## src/tcp_pkg.sv

```systemverilog
// package of constants and types for the timer capture and pulse output block
package tcp_pkg;

    // ****************************************
    // widths and register field positions
    // ****************************************
    localparam int CNT_W          = 16;
    localparam int ES_A_LO_BIT    = 4;
    localparam int ES_A_HI_BIT    = 5;
    localparam int ES_B_LO_BIT    = 6;
    localparam int ES_B_HI_BIT    = 7;
    localparam int PRS_SEL_LO_BIT = 0;
    localparam int PRS_SEL_HI_BIT = 1;
    localparam int OUT_EN_BIT     = 0;
    localparam int TOG_M0_BIT     = 1;

    // ****************************************
    // edge select codes, counter constants and prescaler divides
    // ****************************************
    localparam logic [1:0]  ES_FALL    = 2'h0;
    localparam logic [1:0]  ES_RISE    = 2'h1;
    localparam logic [1:0]  ES_BOTH    = 2'h3;
    localparam logic [15:0] CNT_RST    = 16'h0000;
    localparam logic [15:0] CNT_MAX    = 16'hFFFF;
    localparam logic [15:0] CNT_ONE    = 16'h0001;
    localparam int          PRS_DIV1   = 1;
    localparam int          PRS_DIV2   = 2;
    localparam int          PRS_DIV4   = 4;
    localparam int          PRS_DIV8   = 8;

    // ****************************************
    // operating modes
    // ****************************************
    typedef enum logic [4:0] {
        TCP_STOP    = 5'h01,
        TCP_FREE    = 5'h02,
        TCP_RESTART = 5'h04,
        TCP_MATCH   = 5'h08,
        TCP_PPG     = 5'h10
    } tcp_mode_e;

    // capture control: two register capture in TCP_CAP_TWO
    typedef enum logic [1:0] {
        TCP_CAP_ONE = 2'h1,
        TCP_CAP_TWO = 2'h2
    } tcp_capsel_e;

endpackage

```

## src/tcp_edge_if.sv

```systemverilog
// interface carrying filtered edge events from the edge detector
`timescale 1ns/1ps
interface tcp_edge_if;
    logic rise;
    logic fall;
    modport src (output rise, output fall);
    modport dst (input rise, input fall);
endinterface

```

## src/tcp_timer.sv

```systemverilog
// 16-bit timer with capture, square-wave and programmable pulse output
//
// Contract
// RULE1 - free-running: valid edge on input a captures counter into cap one, irq one
// RULE2 - software selects both edges on input a for single-register measurement
// RULE3 - captures need the new level on two successive count clock samples
// RULE4 - free-running: edge on input b captures into cap zero, sets irq zero; the code ignores input b in two-register mode
// RULE5 - two-register mode: opposite edge on input a captures into cap zero
// RULE6 - software clears the overflow flag; hardware never clears it
// RULE7 - restart mode: edge captures into cap one then counter restarts at zero
// RULE8 - software selects rising or falling edge in restart mode
// RULE9 - with both edges selected on input a, cap zero never captures; the code still lets input b capture into it in single-register mode
// RULE10 - square wave: output toggles every compare zero plus one count clocks
// RULE11 - software loads compare zero nonzero for square wave
// RULE12 - software configures square wave registers in order, mode last
// RULE13 - software avoids rewriting compare zero while counting
// RULE14 - pulse mode drives period from compare zero, width from compare one
// RULE15 - pulse mode clears the counter on match with compare zero
// RULE16 - software keeps compare one below compare zero, zero not allowed
// RULE17 - period is compare zero plus one, active width compare one plus one
// RULE18 - software configures pulse mode registers in order, mode last
// RULE19 - overflow flag sets when counter wraps from maximum to zero
// RULE20 - capture registers hold their value until the next capture
`timescale 1ns/1ps
module tcp_timer #(
    parameter int CNT_W = tcp_pkg::CNT_W
) (
    input  wire logic                clk,
    input  wire logic                sys_rst,
    input  wire tcp_pkg::tcp_mode_e  timer_mode_ctrl_reg,
    input  wire logic [7:0]          prescaler_mode_reg,
    input  wire tcp_pkg::tcp_capsel_e capcmp_ctrl_reg,
    input  wire logic [1:0]          output_ctrl_reg,
    input  wire logic [CNT_W-1:0]    cmp_zero_wr_data,
    input  wire logic                cmp_zero_wr,
    input  wire logic [CNT_W-1:0]    cmp_one_wr_data,
    input  wire logic                cmp_one_wr,
    input  wire logic                overflow_clr,
    input  wire logic                timer_input_a,
    input  wire logic                timer_input_b,
    output logic [CNT_W-1:0]         up_counter,
    output logic [CNT_W-1:0]         cap_cmp_zero,
    output logic [CNT_W-1:0]         cap_cmp_one,
    output logic                     overflow_flag,
    output logic                     irq_match_zero,
    output logic                     irq_match_one,
    output logic                     timer_output_pin
);
    // elaboration check: the logic serves only the documented counter width
    if (CNT_W != tcp_pkg::CNT_W)
    begin : g_bad_cnt_w
        $error("tcp_timer supports only a 16-bit counter");
    end

    // ****************************************
    // prescaler tick
    // ****************************************
    logic [2:0] pre_reg, pre_next;
    logic       tick;
    logic [2:0] pre_top;

    always_comb
    begin
        case (prescaler_mode_reg[tcp_pkg::PRS_SEL_HI_BIT:tcp_pkg::PRS_SEL_LO_BIT])
            2'h0:    pre_top = 3'(tcp_pkg::PRS_DIV1 - 1);
            2'h1:    pre_top = 3'(tcp_pkg::PRS_DIV2 - 1);
            2'h2:    pre_top = 3'(tcp_pkg::PRS_DIV4 - 1);
            default: pre_top = 3'(tcp_pkg::PRS_DIV8 - 1);
        endcase
        tick     = (pre_reg >= pre_top);
        pre_next = tick ? 3'h0 : pre_reg + 3'h1;
    end

    // ****************************************
    // filtered edges
    // ****************************************
    tcp_edge_if ev_a ();
    tcp_edge_if ev_b ();

    tcp_edge_det u_det_a (
        .clk     (clk),
        .sys_rst (sys_rst),
        .tick    (tick),
        .pin     (timer_input_a),
        .ev      (ev_a.src)
    );

    tcp_edge_det u_det_b (
        .clk     (clk),
        .sys_rst (sys_rst),
        .tick    (tick),
        .pin     (timer_input_b),
        .ev      (ev_b.src)
    );

    function automatic logic edge_hit(input logic [1:0] sel, input logic r, input logic f);
        case (sel)
            tcp_pkg::ES_FALL: edge_hit = f;
            tcp_pkg::ES_RISE: edge_hit = r;
            tcp_pkg::ES_BOTH: edge_hit = r | f;
            default:          edge_hit = 1'b0;
        endcase
    endfunction

    logic [1:0] es_a;
    logic [1:0] es_b;
    logic       hit_a, inv_a, hit_b;
    assign es_a  = prescaler_mode_reg[tcp_pkg::ES_A_HI_BIT:tcp_pkg::ES_A_LO_BIT];
    assign es_b  = prescaler_mode_reg[tcp_pkg::ES_B_HI_BIT:tcp_pkg::ES_B_LO_BIT];
    assign hit_a = edge_hit(es_a, ev_a.rise, ev_a.fall);
    assign inv_a = (es_a != tcp_pkg::ES_BOTH) && edge_hit(es_a, ev_a.fall, ev_a.rise);
    assign hit_b = edge_hit(es_b, ev_b.rise, ev_b.fall);

    // ****************************************
    // counter, captures, output
    // ****************************************
    logic [CNT_W-1:0] cnt_next, c0_next, c1_next;
    logic             ovf_next, irq0_next, irq1_next, out_next;
    logic             running, free_cap, two_reg, match0, match1;

    always_comb
    begin
        running   = (timer_mode_ctrl_reg != tcp_pkg::TCP_STOP);
        free_cap  = (timer_mode_ctrl_reg == tcp_pkg::TCP_FREE);
        two_reg   = (capcmp_ctrl_reg == tcp_pkg::TCP_CAP_TWO);
        match0    = (up_counter == cap_cmp_zero);
        match1    = (up_counter == cap_cmp_one);
        cnt_next  = up_counter;
        c0_next   = cmp_zero_wr ? cmp_zero_wr_data : cap_cmp_zero;
        c1_next   = cmp_one_wr ? cmp_one_wr_data : cap_cmp_one;
        ovf_next  = overflow_flag & ~overflow_clr; // [RULE6]
        irq0_next = 1'b0;
        irq1_next = 1'b0;
        out_next  = timer_output_pin;
        if (!running)
            cnt_next = tcp_pkg::CNT_RST;
        else
        begin
            if (tick)
            begin
                cnt_next = up_counter + tcp_pkg::CNT_ONE;
                if (up_counter == tcp_pkg::CNT_MAX)
                    ovf_next = 1'b1; // [RULE19]
                if ((timer_mode_ctrl_reg == tcp_pkg::TCP_MATCH ||
                     timer_mode_ctrl_reg == tcp_pkg::TCP_PPG) && match0)
                begin
                    cnt_next  = tcp_pkg::CNT_RST; // [RULE15]
                    irq0_next = 1'b1;
                    if (output_ctrl_reg[tcp_pkg::OUT_EN_BIT] &&
                        timer_mode_ctrl_reg == tcp_pkg::TCP_MATCH &&
                        output_ctrl_reg[tcp_pkg::TOG_M0_BIT])
                        out_next = ~timer_output_pin; // [RULE10]
                end
                if (timer_mode_ctrl_reg == tcp_pkg::TCP_PPG &&
                    output_ctrl_reg[tcp_pkg::OUT_EN_BIT])
                begin
                    // high from zero through compare one [RULE14] [RULE17]
                    if (match0)
                        out_next = 1'b1;
                    else if (match1)
                        out_next = 1'b0;
                    if (match1)
                        irq1_next = 1'b1;
                end
            end
            if (free_cap && hit_a)
            begin
                c1_next   = up_counter; // [RULE1]
                irq1_next = 1'b1;
            end
            if (free_cap && two_reg && inv_a)
                c0_next = up_counter; // [RULE5] [RULE9]
            else if (free_cap && !two_reg && hit_b)
            begin
                c0_next   = up_counter; // [RULE4]
                irq0_next = 1'b1;
            end
            if (timer_mode_ctrl_reg == tcp_pkg::TCP_RESTART && hit_a)
            begin
                c1_next   = up_counter; // [RULE7]
                irq1_next = 1'b1;
                cnt_next  = tcp_pkg::CNT_RST;
            end
        end
        if (!output_ctrl_reg[tcp_pkg::OUT_EN_BIT])
            out_next = 1'b0;
    end

    always_ff @(posedge clk)
    begin
        if (sys_rst)
        begin
            pre_reg          <= 3'h0;
            up_counter       <= tcp_pkg::CNT_RST;
            cap_cmp_zero     <= tcp_pkg::CNT_RST;
            cap_cmp_one      <= tcp_pkg::CNT_RST;
            overflow_flag    <= 1'b0;
            irq_match_zero   <= 1'b0;
            irq_match_one    <= 1'b0;
            timer_output_pin <= 1'b0;
        end
        else
        begin
            pre_reg          <= pre_next;
            up_counter       <= cnt_next;
            cap_cmp_zero     <= c0_next; // [RULE20]
            cap_cmp_one      <= c1_next;
            overflow_flag    <= ovf_next;
            irq_match_zero   <= irq0_next;
            irq_match_one    <= irq1_next;
            timer_output_pin <= out_next;
        end
    end
endmodule // tcp_timer

```

## src/tcp_edge_det.sv

```systemverilog
// input filter and edge detector sampled on the count clock tick
`timescale 1ns/1ps
module tcp_edge_det (
    input  wire logic clk,
    input  wire logic sys_rst,
    input  wire logic tick,
    input  wire logic pin,
    tcp_edge_if.src   ev
);
    logic s1_reg, s1_next;
    logic s2_reg, s2_next;
    logic lvl_reg, lvl_next;
    logic rise_next, fall_next;

    // ****************************************
    // two sample qualification
    // ****************************************
    always_comb
    begin
        s1_next   = s1_reg;
        s2_next   = s2_reg;
        lvl_next  = lvl_reg;
        rise_next = 1'b0;
        fall_next = 1'b0;
        if (tick)
        begin
            s1_next = pin;
            s2_next = s1_reg;
            // new level must be seen on two successive samples [RULE3]
            if (s1_reg == s2_reg && s2_reg != lvl_reg)
            begin
                lvl_next  = s2_reg;
                rise_next = s2_reg;
                fall_next = ~s2_reg;
            end
        end
    end

    always_ff @(posedge clk)
    begin
        if (sys_rst)
        begin
            s1_reg  <= 1'b0;
            s2_reg  <= 1'b0;
            lvl_reg <= 1'b0;
            ev.rise <= 1'b0;
            ev.fall <= 1'b0;
        end
        else
        begin
            s1_reg  <= s1_next;
            s2_reg  <= s2_next;
            lvl_reg <= lvl_next;
            ev.rise <= rise_next;
            ev.fall <= fall_next;
        end
    end
endmodule // tcp_edge_det

```

## config.mk

```make
export PLATFORM = sky130hd
export DESIGN_NAME = tcp_timer
export DESIGN_NICKNAME = d
export VERILOG_FILES = /design/src/tcp_pkg.sv /design/src/tcp_edge_if.sv /design/src/tcp_timer.sv /design/src/tcp_edge_det.sv
export SDC_FILE = /design/constraint.sdc
export NUM_CORES = 1
export LEC_CHECK = 0
export BUFFER_PORTS_ARGS = -buffer_cell sky130_fd_sc_hd__buf_2
export CORE_ASPECT_RATIO = 0.75
export CORE_MARGIN = 2
export CORE_UTILIZATION = 55
export DETAILED_ROUTE_END_ITERATION = 6
export PLACE_DENSITY = 0.85
export SETUP_SLACK_MARGIN = 0.02
export SYNTH_ARGS = -nofsm -noshare
export SYNTH_HDL_FRONTEND = slang
export SYNTH_SLANG_ARGS = --single-unit
```

## constraint.sdc

```tcl
create_clock -name clk -period 4.9 [get_ports clk]
set_input_delay 0 -clock clk [delete_from_list [all_inputs] [get_ports clk]]
set_output_delay 0 -clock clk [all_outputs]
set_load 0.01 [all_outputs]
```

==> results_dict.tcl <==
set metrics [dict create \
    fin_cells 564 \
    drive_gt1_share_pct 30.2 \
    dr.first_iter.drc_count 174 \
    worstMarginPinSlew_ns 1.23 \
    numCtsBuffers 9 \
    slew_headroom_pct 17.9 \
    grt_setup_unrepaired "false" \
    synth_flop_cell "dfxtp_1" \
    clkTransAtPathRegs_ns 0.07 \
    async_flop_share_pct 0 \
    fp.dieArea_sq_um 7020 \
    yosysTopAreaCell "dfxtp_1" \
    grtUsageTotal_pct 25.6 \
    fmax_ghz 0.399 \
    slew_viol_final 0 \
    vdd_drop_max_mv 0.219 \
    hold_path_end "cap_cmp_one[10]" \
    start_util_pct 56.2 \
    power.density_nw_per_um2 315 \
    drc 0 \
    reg2regPathDepth 8 \
    fp.coreArea_sq_um 6220 \
    grt_max_degree 46 \
    ys_warn_count 0 \
    cts_tree "built" \
    drv_cap 0 \
    grt_pass1_vias 2793 \
    root_buffer "clkbuf_8" \
    synth_cell_types 39 \
    die_y_um 73.1 \
    antenna_found_initial 0 \
    clk_path_buf_depth 2 \
    area_delta_synth_final_pct 21.8 \
    syn-mean-instance-area_sq_um 9.09 \
    finalHoldViolCount 0 \
    syn_nets 446 \
    fp.dieW_um 96.1 \
    fin_crit_sh_pct 51.2 \
    cts_sinks 65 \
    overflow 0 \
    synth_cells 385 \
    tns_ns 0 \
    r2r_slack_ns 2.39 \
    num_vias 3102 \
    post_cts_buffers 0 \
    period_needed_ns 2.51 \
    dpl.hpwl_um 6330 \
    hold_path_depth 3 \
    grt_pass1_wl_um 13700 \
    first_pass_iters 5 \
    top_regs "cap_cmp_one x16, cap_cmp_zero x16, up_counter x16" \
    crit_start "pre_reg[0]" \
    leakage_uw 0.00187 \
    synth_area_leaders "dfxtp_1 37%, mux2i_1 9.4%, xnor2_1 8.8%" \
    arrival_ns 2.72 \
    worst_setup_path_start_kind "flip-flop" \
    layout.nets 539 \
    hp-class "input port to flip-flop" \
    finalWirelength_um 8710 \
    outcome "finished, final reports clean" \
    yosysTopAreaCellShare_pct 37.2 \
    r2r-start "pre_reg[0]" \
    skew_ns 0.00545 \
    seq_area_frac_synth_pct 37.2 \
    insertion_delay_ns 0.34 \
    viasPerCell 5.50 \
    synth_edf_count 0 \
    gp_congestion 0.824 \
    worstPathMaxFanout 21 \
    worstSetupPathType "flip-flop to flip-flop" \
    cts-resized-gates 0 \
    timing.rr.end "up_counter[3]" \
    cts_hold_buf 11 \
    io_pins 108 \
    rows 25 \
    finalSetupViolCount 0 \
    diodes 0 \
    min_from "cmp_one_wr_data[10]" \
    ys_ff_latch 65 \
    portBuffers 105 \
    worstPathRequired_ns 5.11 \
    dp.cells 537 \
    htreeDepth 3 \
    routedWlPerCell_um 15.4 \
    ant_nets 0 \
    end_kind "flip-flop" \
    finish.utilization_pct 68.5 \
    syn_area_sq_um 3500 \
    fin_hold_ws_ns 0.0104 \
]
-- per-stage QoR --
stage          setup WS (ns)  power (uW)  instance area, sq um
3_5_place_dp            2.42         872                  3950
2_1_floorplan           3.03         796                  3500
6_report                2.39        1340                  4260
4_1_cts                 2.41        1340                  4260
5_1_grt                 2.18        1400                  4260
3_3_place_gp            2.54         857                  3950
-- how the worst max path moves through the flow --
stage	end	slack, ns	cells after the start
floorplan	timer_output_pin	3.03	9
global placement	up_counter[9]	2.54	9
detailed placement	up_counter[6]	2.42	9
CTS	up_counter[3]	2.41	8
global route	up_counter[3]	2.18	8
finish	up_counter[3]	2.39	8
-- power by group --
group | leakage (uW) | internal (uW) | switching [uW] | total, uW
registers | 0.000531 | 561 | 45.1 | 607
clock network | 0.000107 | 276 | 196 | 473
logic | 0.00123 | 120 | 143 | 263
-- cell usage after synthesis, drive strengths merged, types with 6 or more instances --
cell type / instances
nand4: 13
mux2: 16
xor2: 9
buf: 19
nor3: 7
nor2: 56
dfxtp: 65
nor4: 6
clkbuf: 15
mux2i: 33
nand2: 24
a21o: 6
xnor2: 40
a211oi: 17
a21oi: 16
nand3: 8
-- final cells by class --
type | count | area, sq um
clock buffers | 14 | 173
flip-flops and latches | 65 | 1300
multi-input cells | 282 | 2000
well taps | 81 | 101
fillers | 520 | 1960
clock inverters | 2 | 35.0
inverters | 4 | 15.0
repair buffers | 116 | 636
-- layer usage --
| metal | part of all wire, % | vias up | global-route usage [%] |
|---|---|---|---|
| met1 | 47 | 1444 | 35.8 |
| met3 | 7.4 | 14 | 6.61 |
| met2 | 45 | 125 | 39.0 |
| met5 | 0 | - | 0 |
| li1 | - | 1519 | - |
| met4 | 1.3 | 0 | 7.30 |
-- worst max-delay path: stages (launching register included) --
cell and delay, ns:
dfxtp_1 0.37, inv_1 0.06, ha_1 0.27, nand2b_1 0.09, a21o_1 0.15, a21o_1 0.60, nand4_1 0.22, nand2_1 0.49
nor2_1 0.12
-- cell usage in the layout (no fill, tap or decap), types with 2 or more instances in the layout --
master,Yosys,routed
buf_2,11,105
dfxtp_1,65,65
nor2_1,56,56
xnor2_1,35,35
mux2i_1,33,33
nand2_1,24,24
a211oi_1,17,17
mux2_2,16,16
a21oi_1,15,15
nand4_1,12,12
clkbuf_8,0,12
dlygate4sd3_1,0,11
xor2_1,9,9
nand3_1,8,8
nor3_1,7,7
a21o_1,6,6
nand2b_1,5,5
xnor2_2,5,5
nor4_1,5,5
ha_1,5,5
inv_1,4,4
nor4b_1,3,3
and3_1,3,3
a22o_1,2,2
o21ai_0,2,2
or3_1,2,2
clkbuf_1,15,2
-- cell families after synthesis --
logic type / share of synthesized area (%)
compound gates: 8.72
xor+xnor: 13.3
fa+ha+maj: 1.79
buf+inv: 5.76
flops: 37.2
mux: 14.6
simple gates: 18.6
No activity file was read; power rests on OpenSTA's default activity.
